$ cat src/ecgf_defines.svh
// Constants for the ECG sample FIFO with tagging
//
// Notes on behaviour
// - Word bits 23:6 hold the 18-bit two's complement sample, left justified.
// - Bits 5:3 of every word hold the three-bit sample status tag.
// - Tag 000: valid voltage and time step, more samples remain.
// - Tag 001: fast recovery sample, voltage invalid, time step valid.
// - Tag 010: valid sample that is the last one held.
// - Tag 011: fast recovery sample that is the last one held.
// - Reading an empty FIFO returns a word tagged 110.
// - After overflow words are tagged 111 and the overflow flag is set.
// - FIFO reset command clears contents and the overflow state.
// - Resync command restarts channel timing and clears the sample FIFO.
// - Bits 2:0 of every word hold the three-bit pace group pointer.
// - Pace pointer 000 to 101 names the pace group of that sample.
// - Pace pointer 111 means no pace event for the sample.
// - FIFO is a 32 by 22-bit circular buffer with internal pointers.
// - Read pointer moves at serial edge 32, then every 24 in burst.
// - Interrupt flag rises when unread count reaches threshold 1 to 32.
`ifndef ECGF_DEFINES_SVH
`define ECGF_DEFINES_SVH
`define ECGF_DEPTH 6'h20
`define ECGF_FIRST_EDGE 6'h20
`define ECGF_BURST_EDGES 6'h18
`define ECGF_VOLT_LSB 6
`define ECGF_TAG_LSB 3
`define ECGF_PACE_LSB 0
`define ECGF_TAG_EMPTY 3'h6
`define ECGF_TAG_OVF 3'h7
`define ECGF_PACE_MAX 3'h5
`define ECGF_PACE_NONE 3'h7
`define ECGF_SYNC_RST 3'h0
`define ECGF_CSB_RST 3'h7
`endif

$ cat src/ecgf_pkg.sv
// Types shared by the ECG sample FIFO files
package ecgf_pkg;
    typedef logic [23:0] ecgf_word_type;
    typedef logic [21:0] ecgf_entry_type;
    typedef enum logic [3:0] {
        ST_IDLE = 4'h1,
        ST_FIRST = 4'h2,
        ST_BURST = 4'h4,
        ST_HOLD = 4'h8
    } ecgf_state_type;
endpackage

$ cat src/ecgf_skid.sv
// Two-entry word buffer between the FIFO read side and the host word port
`timescale 1ns/1ns
`default_nettype none
module ecgf_skid
(
    input wire logic clk,
    input wire logic rst_n,
    input wire ecgf_pkg::ecgf_word_type in_data,
    input wire logic in_valid,
    output logic in_ready,
    output ecgf_pkg::ecgf_word_type out_data,
    output logic out_valid,
    input wire logic out_ready
);
    import ecgf_pkg::*;

    ecgf_word_type d0_q, d1_q, d0_d, d1_d;
    logic [1:0] cnt_q, cnt_d;
    logic push, pop;

    assign in_ready = (cnt_q != 2'h2);
    assign out_valid = (cnt_q != 2'h0);
    assign out_data = d0_q;
    assign push = in_valid & in_ready;
    assign pop = out_valid & out_ready;

    always_comb
    begin
        d0_d = d0_q;
        d1_d = d1_q;
        cnt_d = cnt_q;
        if (pop)
        begin
            d0_d = d1_q;
        end
        if (push)
        begin
            if (cnt_q == 2'h0 || (cnt_q == 2'h1 && pop))
            begin
                d0_d = in_data;
            end
            else
            begin
                d1_d = in_data;
            end
        end
        cnt_d = cnt_q + {1'b0, push} - {1'b0, pop};
    end

    always_ff @(posedge clk or negedge rst_n)
    begin
        if (!rst_n)
        begin
            d0_q <= 24'h000000;
            d1_q <= 24'h000000;
            cnt_q <= 2'h0;
        end
        else
        begin
            d0_q <= d0_d;
            d1_q <= d1_d;
            cnt_q <= cnt_d;
        end
    end
endmodule // ecgf_skid
`default_nettype wire

$ cat src/ecgf_top.sv
// ECG sample FIFO with status and pace tagging, read by serial clock edges
`timescale 1ns/1ns
`default_nettype none
`include "ecgf_defines.svh"
module ecgf_top
(
    input wire logic clk,
    input wire logic nrst,
    input wire logic sample_strobe,
    input wire logic [17:0] sample_voltage,
    input wire logic sample_fast,
    input wire logic pace_hit,
    input wire logic [2:0] pace_group_pointer,
    input wire logic fifo_reset_cmd,
    input wire logic channel_resync_cmd,
    input wire logic [4:0] ecg_irq_threshold,
    input wire logic burst_mode,
    input wire logic sclk_pin,
    input wire logic csb_n_pin,
    output ecgf_pkg::ecgf_word_type word_data,
    output logic word_valid,
    input wire logic word_ready,
    output logic ecg_overflow_flag,
    output logic ecg_irq_flag,
    output logic [5:0] unread_count,
    output logic timing_restart
);
    import ecgf_pkg::*;

    // Builds the host word from the head entry and the FIFO state
    function automatic ecgf_word_type make_word(input ecgf_entry_type e,
        input logic [5:0] cnt, input logic ovf);
        ecgf_word_type w;
        w = 24'h000000;
        if (ovf)
        begin
            w[`ECGF_TAG_LSB +: 3] = `ECGF_TAG_OVF;
            w[`ECGF_PACE_LSB +: 3] = `ECGF_PACE_NONE;
        end
        else if (cnt == 6'h00)
        begin
            w[`ECGF_TAG_LSB +: 3] = `ECGF_TAG_EMPTY;
            w[`ECGF_PACE_LSB +: 3] = `ECGF_PACE_NONE;
        end
        else
        begin
            w[`ECGF_VOLT_LSB +: 18] = e[17:0];
            // Bit 2 stays zero, so 100 and 101 cannot appear
            w[`ECGF_TAG_LSB +: 3] = {1'b0, cnt == 6'h01, e[21]};
            w[`ECGF_PACE_LSB +: 3] = e[20:18];
        end
        return w;
    endfunction

    // Reset release through two flops
    logic [1:0] rst_q;
    logic rst_n;
    always_ff @(posedge clk or negedge nrst)
    begin
        if (!nrst)
        begin
            rst_q <= 2'h0;
        end
        else
        begin
            rst_q <= {rst_q[0], 1'b1};
        end
    end
    assign rst_n = rst_q[1];

    // Pin synchronisers; stage 0 feeds only stage 1
    logic [2:0] sclk_s_q, csb_s_q;
    logic sclk_lvl_q, sclk_lvl_d, csb_lvl_q, csb_lvl_d;
    logic sclk_rise, cs_act;

    always_comb
    begin
        sclk_lvl_d = (sclk_s_q[1] == sclk_s_q[2]) ? sclk_s_q[2] : sclk_lvl_q;
        csb_lvl_d = (csb_s_q[1] == csb_s_q[2]) ? csb_s_q[2] : csb_lvl_q;
    end

    always_ff @(posedge clk or negedge rst_n)
    begin
        if (!rst_n)
        begin
            sclk_s_q <= `ECGF_SYNC_RST;
            csb_s_q <= `ECGF_CSB_RST;
            sclk_lvl_q <= 1'b0;
            csb_lvl_q <= 1'b1;
        end
        else
        begin
            sclk_s_q <= {sclk_s_q[1:0], sclk_pin};
            csb_s_q <= {csb_s_q[1:0], csb_n_pin};
            sclk_lvl_q <= sclk_lvl_d;
            csb_lvl_q <= csb_lvl_d;
        end
    end
    assign sclk_rise = sclk_lvl_d & ~sclk_lvl_q;
    assign cs_act = ~csb_lvl_q;

    // Sample memory and pointers
    ecgf_entry_type mem [0:31];
    logic [4:0] wr_ptr_q, wr_ptr_d, rd_ptr_q, rd_ptr_d;
    logic [5:0] count_q, count_d;
    logic ovf_q, ovf_d, irq_q, irq_d, restart_q;
    logic flush, full, do_wr, do_rd, pop_go;
    logic [2:0] pace_in;
    logic [5:0] thr;

    assign flush = fifo_reset_cmd | channel_resync_cmd;
    assign full = (count_q == `ECGF_DEPTH);
    assign thr = {1'b0, ecg_irq_threshold} + 6'h01;
    // Out-of-range groups fold to no pace, so 110 is never stored
    assign pace_in = (pace_hit && pace_group_pointer <= `ECGF_PACE_MAX) ?
        pace_group_pointer : `ECGF_PACE_NONE;
    // A sample arriving with a flush is dropped with the old contents
    assign do_wr = sample_strobe & ~full & ~flush;
    // Overflowed FIFO holds still until cleared
    assign do_rd = pop_go & (count_q != 6'h00) & ~ovf_q & ~flush;

    always_comb
    begin
        wr_ptr_d = wr_ptr_q;
        rd_ptr_d = rd_ptr_q;
        count_d = count_q;
        ovf_d = ovf_q;
        if (flush)
        begin
            wr_ptr_d = 5'h00;
            rd_ptr_d = 5'h00;
            count_d = 6'h00;
            ovf_d = 1'b0;
        end
        else
        begin
            if (sample_strobe && full)
            begin
                ovf_d = 1'b1;
            end
            wr_ptr_d = wr_ptr_q + {4'h0, do_wr};
            rd_ptr_d = rd_ptr_q + {4'h0, do_rd};
            count_d = count_q + {5'h00, do_wr} - {5'h00, do_rd};
        end
        irq_d = (count_d >= thr);
    end

    always_ff @(posedge clk)
    begin
        if (do_wr)
        begin
            mem[wr_ptr_q] <= {sample_fast, pace_in, sample_voltage};
        end
    end

    always_ff @(posedge clk or negedge rst_n)
    begin
        if (!rst_n)
        begin
            wr_ptr_q <= 5'h00;
            rd_ptr_q <= 5'h00;
            count_q <= 6'h00;
            ovf_q <= 1'b0;
            irq_q <= 1'b0;
            restart_q <= 1'b0;
        end
        else
        begin
            wr_ptr_q <= wr_ptr_d;
            rd_ptr_q <= rd_ptr_d;
            count_q <= count_d;
            ovf_q <= ovf_d;
            irq_q <= irq_d;
            restart_q <= channel_resync_cmd;
        end
    end

    assign ecg_overflow_flag = ovf_q;
    assign ecg_irq_flag = irq_q;
    assign unread_count = count_q;
    assign timing_restart = restart_q;

    // Serial edge counting; a pop waits while the buffer is full
    ecgf_state_type st_q, st_d;
    logic [5:0] edge_q, edge_d, edge_inc;
    logic pend_q, pend_d, buf_ready;
    ecgf_word_type head_word;

    assign edge_inc = edge_q + 6'h01;
    assign pop_go = pend_q & buf_ready;
    assign head_word = make_word(mem[rd_ptr_q], count_q, ovf_q);

    always_comb
    begin
        st_d = st_q;
        edge_d = edge_q;
        pend_d = pend_q & ~buf_ready;
        case (st_q)
            ST_IDLE:
            begin
                edge_d = 6'h00;
                if (cs_act)
                begin
                    st_d = ST_FIRST;
                end
            end
            ST_FIRST:
            begin
                if (!cs_act)
                begin
                    st_d = ST_IDLE;
                end
                else if (sclk_rise)
                begin
                    edge_d = edge_inc;
                    if (edge_inc == `ECGF_FIRST_EDGE)
                    begin
                        pend_d = 1'b1;
                        edge_d = 6'h00;
                        st_d = burst_mode ? ST_BURST : ST_HOLD;
                    end
                end
            end
            ST_BURST:
            begin
                if (!cs_act)
                begin
                    st_d = ST_IDLE;
                end
                else if (sclk_rise)
                begin
                    edge_d = edge_inc;
                    if (edge_inc == `ECGF_BURST_EDGES)
                    begin
                        pend_d = 1'b1;
                        edge_d = 6'h00;
                    end
                end
            end
            ST_HOLD:
            begin
                if (!cs_act)
                begin
                    st_d = ST_IDLE;
                end
            end
            default:
            begin
                st_d = ST_IDLE;
                edge_d = 6'h00;
            end
        endcase
    end

    always_ff @(posedge clk or negedge rst_n)
    begin
        if (!rst_n)
        begin
            st_q <= ST_IDLE;
            edge_q <= 6'h00;
            pend_q <= 1'b0;
        end
        else
        begin
            st_q <= st_d;
            edge_q <= edge_d;
            pend_q <= pend_d;
        end
    end

    ecgf_skid u_skid
    (
        .clk(clk),
        .rst_n(rst_n),
        .in_data(head_word),
        .in_valid(pend_q),
        .in_ready(buf_ready),
        .out_data(word_data),
        .out_valid(word_valid),
        .out_ready(word_ready)
    );
endmodule // ecgf_top
`default_nettype wire

$ cat config.mk
export PLATFORM = sky130hd
export DESIGN_NAME = ecgf_top
export DESIGN_NICKNAME = d
export VERILOG_FILES = /design/src/ecgf_pkg.sv /design/src/ecgf_skid.sv /design/src/ecgf_top.sv
export VERILOG_INCLUDE_DIRS = /design/src
export SDC_FILE = /design/constraint.sdc
export NUM_CORES = 1
export LEC_CHECK = 0
export ABC_AREA = 0
export BUFFER_PORTS_ARGS = -buffer_cell sky130_fd_sc_hd__buf_2
export CAP_MARGIN = 40
export CORE_MARGIN = 2
export CORE_UTILIZATION = 50
export DETAILED_ROUTE_END_ITERATION = 16
export PLACE_DENSITY = 0.69
export SYNTH_ARGS = -nofsm -noshare
export SYNTH_HDL_FRONTEND = slang
export SYNTH_HIERARCHICAL = 1
export SYNTH_SLANG_ARGS = --single-unit
export TNS_END_PERCENT = 5
$ cat constraint.sdc
create_clock -name clk -period 3.2 [get_ports clk]
set_input_delay 0.16 -clock clk [delete_from_list [all_inputs] [get_ports clk]]
set_output_delay 0.16 -clock clk [all_outputs]
set_load 0.01 [all_outputs]
==> flow_metrics.py, run 1 <==
metrics = {
    "sta": {
        "relSlewSlack_pct": 52.2,
        "fin_tns_setup_ns": 0,
        "finalMaxSlewViolations": 0,
        "final.min_clock_period_ns": 3.13,
        "clock.fmax_ghz": 0.319,
        "finClkSkew_ns": 0.0160,
        "rsz0062_at_grt": "yes",
        "tightest_slew_ns": 0.707,
        "hold_violations": 0,
        "fin_crit_sh_pct": 97.9,
        "setup-violations-final": 0,
    },
    "final_layout": {
        "antenna_cells": 0,
        "nets": 1762,
        "syn2layout_area_growth_pct": 16.7,
        "nFillCells": 4461,
        "layout-drive-gt1-share_pct": 39.2,
        "instances_no_fill": 2605,
    },
    "global_routing": {
        "met2_usage_pct": 36.0,
        "grt_max_degree": 51,
        "met1_usage_pct": 30.9,
        "grt_pass1_vias": 16000,
        "grt_overflow_total": 0,
        "grt_antenna_before_repair": 0,
        "grt.total_usage_pct": 22.3,
        "grt_pass1_wl_um": 104000,
        "busiest_layer": "met2",
        "met3_usage_pct": 5.39,
    },
    "die": {
        "initial_core_util_pct": 50.7,
        "num_rows": 91,
        "die_h_um": 255,
        "num_io_pins": 71,
        "core_area_um2": 61900,
        "die-width_um": 255,
        "dieArea_um2": 64800,
    },
    "power_and_ir_drop": {
        "power.density_nw_per_um2": 584,
        "vdd_drop_max_mv": 0.505,
        "power.leakage_nw": 12.4,
        "p_total_mw": 21.4,
    },
    "worst_setup_path": {
        "worst_setup_path_end_kind": "flop",
        "cp_num_buf_inv": 4,
        "critPathMaxFanout": 2,
        "crit_slowest_cell": "fa_2",
        "max_stage_delay_ns": 0.56,
        "crit_chain": "inv_2, ha_4, nor2b_4, buf_4, nand3b_1, nand3_1, ha_4, inv_2, ha_4, inv_2, fa_2, nor2_4, ha_1, a21o_1, a21oi_2, nor2b_1, o21ai_1, a21oi_1",
        "critPathTopFamily": "adder cells",
        "path_class": "reg2reg",
        "crit_required_ns": 3.71,
        "crit_arrival_ns": 3.64,
        "startpoint_type": "flop",
    },
    "route": {
        "drtAntennaViolNets": 0,
        "drtIter0Drc": 1756,
        "drc": 0,
        "finalWirelength_um": 70500,
        "vias": 15500,
        "avgViaCountPerCell": 5.95,
        "first_pass_iters": 5,
        "wl_per_cell_um": 27.1,
    },
    "placed_design": {
        "placed_cells": 2420,
        "gp_congestion": 0.792,
        "numPortBuffers": 70,
        "dp_hpwl_um": 41200,
    },
    "logic_synthesis": {
        "synthCells": 1464,
        "async_flop_share_pct": 11.3,
        "syn_avg_cell_area_um2": 21.4,
        "synth_area_um2": 31400,
        "yosysSeqAreaShare_pct": 74.5,
        "synth.distinct_cells": 58,
        "yosysWarningCount": 6,
        "ys.flop_type": "edfxtp_1",
        "synth_edf_count": 704,
        "yosys_register_bits": 794,
        "syn_nets": 1524,
    },
    "status": {
        "status": "complete, no violations",
    },
    "clock_tree": {
        "cts-buffers-inserted": 81,
        "h-tree-depth": 3,
        "cts_sinks": 794,
        "path_clk_slew_ns": 0.06,
        "cts_root_buf": "clkbuf_16",
        "clock_path_buffers": 3,
        "cts_tree": "done",
        "clock_latency_ns": 0.63,
    },
    "job": {
        "max-cap-violations": 0,
    },
    "hold_path": {
        "hold_class": "in2reg",
    },
}
[repair_timing]
item                                   in CTS  in global routing
buffers inserted                           23                  1
endpoints found under the hold margin      86                  0
setup endpoints to repair                   1                  3
pin swaps                                  14                 11
gates resized for setup                    18                 14
hold buffers                               13                  0
[layout make-up]
type	count	area (um2)	area share [%]
clock inverter	48	529	1.44
sequential	794	23400	63.9
multi-input combinational	543	7540	20.6
clock buffer	101	2160	5.91
timing repair buffer	225	1720	4.70
inverter	57	214	0.584
tap	837	1050	2.86
[cells by family after synthesis]
kind of cell	count (synthesis)	share of synthesized area, %
flip-flops	794	74.5
multiplexers	295	18.4
AND/OR/NAND/NOR	144	2.28
buffers and inverters	127	2.01
AO/OA/AOI/OAI	62	1.29
adder cells (fa/ha/maj)	25	1.00
XOR/XNOR	16	0.446
other	1	0.0119
[metal layers]
layer / part of all wire (%) / up-vias
met3: 8.7 / 103
met5: 0 / -
met4: 2.1 / 0
li1: - / 6473
met1: 40 / 8277
met2: 49 / 652
[report_power, final]
| part | leakage [nW] | switching (mW) | internal [mW] |
|---|---|---|---|
| Sequential | 7.61 | 0.0490 | 11.3 |
| Combinational | 3.52 | 0.342 | 0.177 |
| Clock | 1.31 | 3.86 | 5.63 |
| Total | 12.4 | 4.25 | 17.1 |
[per-stage QoR]
step	worst slack, ns	hold WS [ns]	utilization, %	instance area [um2]
floorplan	0.0295	-0.136	-	31400
global placement	-0.0530	-0.0547	54.1	33500
detailed placement	-0.129	-0.0523	54.1	33500
CTS	-0.000584	0.000921	59.0	36600
global route	-0.0884	0.0328	59.1	36600
finish	0.0664	0.0369	59.1	36600
[cells in the mapped netlist (6+ instances only)]
cell type / number / area, um2
buf_4: 10 / 75.1
nor2_1: 58 / 218
mux4_2: 219 / 4930
buf_6: 13 / 146
xor2_1: 11 / 96.3
clkbuf_1: 29 / 109
inv_1: 51 / 191
o22ai_1: 18 / 113
ha_1: 22 / 275
edfxtp_1: 704 / 21100
nand3b_1: 12 / 90.1
buf_2: 6 / 30.0
buf_1: 11 / 41.3
a21oi_1: 10 / 50.1
mux2_2: 72 / 811
nand3_1: 13 / 65.1
o21ai_0: 13 / 65.1
nand2_1: 26 / 97.6
dfrtp_1: 85 / 2130
nand2b_1: 7 / 43.8
[state kept, by name, summed over array words and instances, names as in the netlist, 2 cells and up]
name / flops
u_skid/out_data: 24
u_skid/cnt_q: 2
u_skid/d1_q: 24
st_q: 4
unread_count: 6
wr_ptr_q: 5
rd_ptr_q: 5
mem: 704
csb_s_q: 3
sclk_s_q: 3
rst_q: 2
edge_q: 6
[cell usage in the layout (no fill, tap or decap), drive strengths merged, types with 3 or more instances in the layout]
cell type,n
bufinv,10
o21ai,15
buf,212
mux4,219
xnor2,5
dfstp,5
ha,22
xor2,11
nand3b,12
and2,4
nand3,13
o22a,3
o22ai,18
dlygate4sd3,13
clkinvlp,5
or3,5
mux2,72
nor2,58
clkbuf,101
a22o,3
nand2b,7
inv,58
edfxtp,704
mux2i,4
clkinv,32
nand2,26
a21oi,11
dfrtp,85
[final timing paths]
kind | startpoint | end | slack [ns] | cells past startpoint
hold / removal | sample_voltage[10] | mem[22][10]$_DFFE_PP_ | 0.04 | 1
hold reg to reg | rst_q[1]$_DFF_PN0_ | st_q[1]$_DFFE_PN0P_ | 0.33 | 0
min in group asynchronous | rst_q[1]$_DFF_PN0_ | st_q[1]$_DFFE_PN0P_ | 0.33 | 0
max in group asynchronous | rst_q[1]$_DFF_PN0_ | u_skid/out_data[19]$_DFF_PN0_ | 2.11 | 1
setup / recovery | unread_count[3]$_DFF_PN0_ | ecg_irq_flag$_DFF_PN0_ | 0.07 | 18
setup reg to reg | unread_count[3]$_DFF_PN0_ | ecg_irq_flag$_DFF_PN0_ | 0.07 | 18
Note: power is estimated with default switching activity, not from simulation.
==> inputs of run 2 (changes only) <==
--- a/config.mk
+++ b/config.mk
@@ -9,7 +9,6 @@
 export ABC_AREA = 0
 export BUFFER_PORTS_ARGS = -buffer_cell sky130_fd_sc_hd__buf_2
 export CAP_MARGIN = 40
-export CORE_MARGIN = 2
 export CORE_UTILIZATION = 50
 export DETAILED_ROUTE_END_ITERATION = 16
 export PLACE_DENSITY = 0.69
==> flow_metrics.py, run 2 (synthesis gave the netlist of run 1 again) <==
metrics = {
    "status": {
        "status": "complete, but fails checks",
        "violations": "setup timing",
    },
    "global_routing": {
        "grt_overflow_total": 0,
        "grt_max_degree": 59,
        "grt_pass1_wl_um": 102000,
        "grt_pass1_vias": 15600,
        "grt.total_usage_pct": 22.3,
        "grt_antenna_before_repair": 1,
    },
    "worst_setup_path": {
        "r2r_end": "ecg_irq_flag$_DFF_PN0_",
        "critPathMaxFanout": 2,
        "worst_setup_path_end_kind": "flop",
        "crit_arrival_ns": 3.70,
        "path_class": "reg2reg",
        "reg2reg_depth": 19,
        "timing.rr.start": "unread_count[2]$_DFF_PN0_",
        "crit_required_ns": 3.69,
        "startpoint_type": "flop",
        "reg2reg_slack_ns": -0.01,
    },
    "final_layout": {
        "instances_no_fill": 2584,
        "regMostFlops": "mem",
        "layout_common_cells": "704 x edfxtp_1, 219 x mux4_2, 111 x buf_4",
        "nets": 1747,
        "layout_commonest_cell": "edfxtp_1",
        "fin_util_pct": 58.8,
        "largest_reg_flops": 704,
        "layout-drive-gt1-share_pct": 38.8,
        "syn2layout_area_growth_pct": 15.9,
    },
    "power_and_ir_drop": {
        "p_total_mw": 20.6,
        "power.leakage_nw": 12.3,
        "power.density_nw_per_um2": 567,
        "vdd_drop_max_mv": 0.359,
    },
    "sta": {
        "finalMaxSlewViolations": 0,
        "fin_crit_sh_pct": 100,
        "finClkSkew_ns": 0.0228,
        "hold_ws_ns": 0.0470,
        "clock.fmax_ghz": 0.311,
        "tightest_slew_ns": 0.782,
        "final.min_clock_period_ns": 3.21,
        "hold_violations": 0,
        "rsz0062_at_grt": "yes",
        "setup_slack_ns": -0.0106,
        "relSlewSlack_pct": 47.1,
        "setup-violations-final": 1,
    },
    "hold_path": {
        "hold_class": "in2reg",
        "min_to": "mem[6][1]$_DFFE_PP_",
        "min_path_cells": 1,
        "min_from": "sample_voltage[1]",
    },
    "placed_design": {
        "placed_cells": 2419,
        "gp_congestion": 0.773,
        "dp_slack_ns": -0.151,
        "numPortBuffers": 70,
        "dp_hpwl_um": 41200,
    },
    "die": {
        "die-width_um": 253,
        "dieArea_um2": 63800,
        "initial_core_util_pct": 50.8,
        "die_h_um": 253,
        "num_rows": 91,
        "core_area_um2": 61800,
        "num_io_pins": 71,
    },
    "clock_tree": {
        "clock_latency_ns": 0.61,
        "cts_sinks": 794,
        "clock_path_buffers": 3,
        "path_clk_slew_ns": 0.06,
        "h-tree-depth": 3,
        "cts_tree": "done",
        "cts-buffers-inserted": 78,
        "cts_root_buf": "clkbuf_16",
    },
    "route": {
        "finalWirelength_um": 69200,
        "drtAntennaViolNets": 0,
        "avgViaCountPerCell": 5.89,
        "first_pass_iters": 5,
        "drtIter0Drc": 1454,
        "vias": 15200,
        "drc": 0,
        "wl_per_cell_um": 26.8,
    },
    "job": {
        "max-cap-violations": 0,
    },
}
[run 2: changes by cell type in the layout (fill, tap and decap cells not counted), sizes merged]
cell         delta
diode           +1
dlygate4sd3     -5
bufinv          -6
clkbuf          -3
clkinvlp        -1
buf             -7
[run 2: layout make-up]
class,count,area (um2)
well taps,837,1050
flip-flops and latches,794,23400
fillers,4295,25500
clock buffers,98,2090
inverters,57,214
repair buffers,213,1730
multi-input cells,543,7540
diodes,1,2.50
clock inverters,41,328
[run 2: worst max-delay path: stages, from the launching register on]
cell      delay [ns]
dfrtp_1         0.38
inv_2           0.07
ha_4            0.15
nor2b_4         0.12
buf_4           0.12
nand3b_1        0.13
nand3_2         0.15
ha_4            0.30
inv_2           0.04
ha_4            0.15
buf_4           0.12
a21o_1          0.18
a21oi_2         0.17
o21bai_1        0.08
a21oi_1         0.21
xnor2_1         0.16
nor2_1          0.09
ha_1            0.31
nor2_1          0.10
a21oi_1         0.05
[run 2: worst max path at each step]
stage | from | to | slack (ns) | cells after the start
after CTS | unread_count[3]$_DFF_PN0_ | ecg_irq_flag$_DFF_PN0_ | -0.02 | 20
after floorplan | unread_count[2]$_DFF_PN0_ | ecg_irq_flag$_DFF_PN0_ | 0.03 | 20
final | unread_count[2]$_DFF_PN0_ | ecg_irq_flag$_DFF_PN0_ | -0.01 | 19
after global routing | unread_count[2]$_DFF_PN0_ | ecg_irq_flag$_DFF_PN0_ | -0.13 | 18
after detailed placement | unread_count[2]$_DFF_PN0_ | ecg_irq_flag$_DFF_PN0_ | -0.15 | 20
after global placement | unread_count[2]$_DFF_PN0_ | ecg_irq_flag$_DFF_PN0_ | -0.08 | 20
[run 2: through the flow]
| step | area [um2] | TNS [ns] |
|---|---|---|
| after floorplan | 31400 | 0 |
| after global placement | 33600 | -0.0848 |
| after detailed placement | 33600 | -0.151 |
| after CTS | 36300 | -0.0214 |
| after global routing | 36400 | -0.127 |
| final | 36400 | -0.0106 |
[run 2: report_power, final]
| part | internal (mW) | leakage, nW | switching [mW] |
|---|---|---|---|
| Sequential | 11.3 | 7.61 | 0.0507 |
| Clock | 4.96 | 1.18 | 3.75 |
| Combinational | 0.178 | 3.49 | 0.343 |
| Total | 16.5 | 12.3 | 4.14 |
[run 2: metal layers]
metal | up-vias | track usage (%) | routed length (um)
met5 | - | 0 | 0
met4 | 0 | 6.94 | 1450
met3 | 101 | 4.26 | 4880
met2 | 551 | 35.6 | 34000
met1 | 8118 | 31.3 | 28800
li1 | 6445 | - | -
[run 2: repair_timing]
action / 4_1_cts / 5_1_grt
buffers inserted: 13 / 4
endpoints found under the hold margin: 9 / 0
endpoints found under the setup margin: 1 / 28
gates resized for setup: 15 / 13
hold buffers: 8 / 0
pin swaps: 14 / 12
==> inputs of run 3 (changes only) <==
--- a/config.mk
+++ b/config.mk
@@ -6,7 +6,7 @@
 export SDC_FILE = /design/constraint.sdc
 export NUM_CORES = 1
 export LEC_CHECK = 0
-export ABC_AREA = 0
+export ABC_AREA = 1
 export BUFFER_PORTS_ARGS = -buffer_cell sky130_fd_sc_hd__buf_2
 export CAP_MARGIN = 40
 export CORE_UTILIZATION = 50
==> constraint.sdc (replaced) <==
create_clock -name clk -period 3.3 [get_ports clk]
set_input_delay 0.165 -clock clk [delete_from_list [all_inputs] [get_ports clk]]
set_output_delay 0.165 -clock clk [all_outputs]
set_load 0.01 [all_outputs]
==> flow_metrics.py, run 3 <==
metrics = {
    "final_layout": {
        "largest_reg_flops": 704,
        "instances_no_fill": 4005,
        "regMostFlops": "mem",
        "layout_commonest_cell": "nand2_1",
        "syn2layout_area_growth_pct": 13.4,
        "regArea_um2": 23400,
        "nets": 3135,
        "antenna_cells": 0,
        "multi_input_area_um2": 8470,
        "layout-drive-gt1-share_pct": 11.7,
        "fin_util_pct": 57.2,
        "nFillCells": 5253,
        "layout_common_cells": "899 x nand2_1, 704 x edfxtp_1, 481 x nand3_1",
    },
    "sta": {
        "hold_violations": 0,
        "setup-violations-final": 0,
        "relSlewSlack_pct": 49.3,
        "fin_crit_sh_pct": 98.6,
        "clock.fmax_ghz": 0.307,
        "finClkSkew_ns": 0.0227,
        "setup_slack_ns": 0.0455,
        "tightest_slew_ns": 0.761,
        "finalMaxSlewViolations": 0,
        "fin_tns_setup_ns": 0,
        "final.min_clock_period_ns": 3.25,
    },
    "worst_setup_path": {
        "critPathTopFamily": "simple AND/OR/NAND/NOR gates",
        "crit_top_cell": "nand2_1",
        "worst_setup_path_end_kind": "flop",
        "crit_arrival_ns": 3.76,
        "crit_required_ns": 3.80,
        "reg2reg_slack_ns": 0.05,
        "max_stage_delay_ns": 0.37,
        "reg2reg_depth": 21,
        "crit_chain": "inv_2, ha_1, nand4_1, nand2_1, nor2_2, ha_1, inv_1, ha_1, a21oi_1, nand2_1, nand2_1, nand2_1, a21oi_2, nand2_1, nand2_1, nor2_1, ha_1, nand2_2, inv_1, o211ai_1, o2111ai_1",
        "timing.rr.start": "unread_count[4]$_DFF_PN0_",
        "critPathMaxFanout": 3,
        "r2r_end": "ecg_irq_flag$_DFF_PN0_",
        "path_class": "reg2reg",
        "startpoint_type": "flop",
        "cp_num_buf_inv": 3,
        "crit_slowest_cell": "dfrtp_1",
    },
    "power_and_ir_drop": {
        "vdd_drop_max_mv": 0.301,
        "power.leakage_nw": 14.1,
        "power.density_nw_per_um2": 546,
        "combinationalPowerShare_pct": 2.2,
        "p_total_mw": 20.5,
        "power_switching_mw": 4.20,
        "p_int_mw": 16.3,
        "p_sw_share_pct": 20.4,
        "clockPowerShare_pct": 44.1,
        "p_seq_share_pct": 53.6,
    },
    "clock_tree": {
        "clock_path_buffers": 3,
        "cts_tree": "done",
        "clock_latency_ns": 0.63,
        "cts_root_buf": "clkbuf_16",
        "cts-buffers-inserted": 80,
        "cts_sinks": 794,
        "path_clk_slew_ns": 0.06,
        "h-tree-depth": 3,
    },
    "global_routing": {
        "grt_pass1_vias": 22100,
        "grt_overflow_total": 0,
        "grt.total_usage_pct": 25.9,
        "grt_antenna_before_repair": 3,
        "grt_pass1_wl_um": 132000,
        "grt_max_degree": 127,
    },
    "placed_design": {
        "placed_cells": 3844,
        "gp_congestion": 0.862,
        "numPortBuffers": 70,
        "dp_hpwl_um": 50500,
        "dp_slack_ns": 0.0439,
    },
    "die": {
        "die-width_um": 260,
        "dieArea_um2": 67400,
        "core_area_um2": 65700,
        "die_h_um": 260,
        "num_rows": 94,
        "num_io_pins": 71,
        "initial_core_util_pct": 50.5,
    },
    "logic_synthesis": {
        "ys.flop_type": "edfxtp_1",
        "syn_avg_cell_area_um2": 11.2,
        "synth.distinct_cells": 39,
        "synth_top_area_share_pct": 63.7,
        "synth_area_um2": 33200,
        "yosysSeqAreaShare_pct": 70.5,
        "synthTopCellsByCount": "900 x nand2_1, 704 x edfxtp_1, 481 x nand3_1",
        "yosys.cell_count.top_type": "nand2_1",
        "yosysWarningCount": 6,
        "syn_nets": 3034,
        "synth_area_leaders": "edfxtp_1 64%, nand2_1 10%, nand3_1 7.3%",
        "yosys_register_bits": 794,
        "synthCells": 2974,
        "async_flop_share_pct": 11.3,
        "synth_top_area_cell": "edfxtp_1",
        "synth_edf_count": 704,
    },
    "route": {
        "wl_per_cell_um": 21.7,
        "vias": 23000,
        "drtIter0Drc": 2566,
        "drtAntennaViolNets": 0,
        "drc": 0,
        "first_pass_iters": 5,
        "avgViaCountPerCell": 5.74,
        "finalWirelength_um": 87000,
    },
    "hold_path": {
        "min_from": "sample_voltage[10]",
        "hold_class": "in2reg",
        "min_path_cells": 1,
        "min_to": "mem[10][10]$_DFFE_PP_",
    },
    "status": {
        "status": "complete, no violations",
    },
    "job": {
        "max-cap-violations": 0,
    },
}
run 3: cell count changes after synthesis, moves of 52 or more:
cell / before / now
mux2_2: 72 / 0
mux4_2: 219 / 0
nor2_1: 58 / 258
inv_1: 51 / 103
nand3_1: 13 / 481
o21ai_0: 13 / 104
buf_2: 6 / 69
nand2_1: 26 / 900
run 3: how the worst max path moves through the flow:
stage | end | depth (start not counted) | startpoint | slack, ns
2_1_floorplan | ecg_irq_flag$_DFF_PN0_ | 19 | unread_count[2]$_DFF_PN0_ | 0.35
3_3_place_gp | ecg_irq_flag$_DFF_PN0_ | 19 | unread_count[2]$_DFF_PN0_ | 0.19
3_5_place_dp | ecg_irq_flag$_DFF_PN0_ | 21 | unread_count[2]$_DFF_PN0_ | 0.04
4_1_cts | ecg_irq_flag$_DFF_PN0_ | 21 | unread_count[2]$_DFF_PN0_ | 0.04
5_1_grt | ecg_irq_flag$_DFF_PN0_ | 21 | unread_count[5]$_DFF_PN0_ | -0.08
6_report | ecg_irq_flag$_DFF_PN0_ | 21 | unread_count[4]$_DFF_PN0_ | 0.05
run 3: metal layers:
metal,up-vias,track usage [%],wire length (um)
li1,10400,-,-
met1,11300,34.6,34800
met2,1087,42.4,41900
met3,185,4.32,7390
met4,6,10.4,2910
met5,-,0,42
run 3: cells by family after synthesis:
group	Yosys count	synth area share [%]
xor gates and xnor gates	6	0.158
other	1	0.0113
AOI/OAI and AO/OA	213	3.36
and+or+nand+nor	1655	20.7
adders and majority gates	25	0.950
DFF	794	70.5
buffers and inverters	280	4.25
run 3: power groups by stage:
stage / clock network, mW / logic (mW) / registers (mW)
floorplan: 0 / 0.186 / 11.2
global placement: 0 / 0.389 / 11.2
detailed placement: 0 / 0.447 / 11.2
CTS: 9.18 / 0.457 / 11.0
global route: 9.54 / 0.509 / 11.0
finish: 9.07 / 0.461 / 11.0
run 3: what timing repair did:
item                       CTS  global route
pin swaps                    0             5
resized for setup            1            10
setup endpoints to repair    1             1
hold buffers                 9             0
setup buffers                0             4
hold endpoints to repair    16             0
run 3: area by class of cell:
type	instances	share of cell area, %
flip-flops and latches	794	62.2
repair buffers	188	4.24
clock inverters	54	1.36
inverters	111	1.14
well taps	864	2.87
multi-input cells	1900	22.5
clock buffers	94	5.63
run 3: through the flow:
stage / area, um2 / hold slack, ns
CTS: 37600 / 0.0245
global placement: 34700 / -0.0479
floorplan: 33200 / -0.131
finish: 37600 / 0.0470
detailed placement: 34800 / -0.0406
global route: 37600 / 0.0666
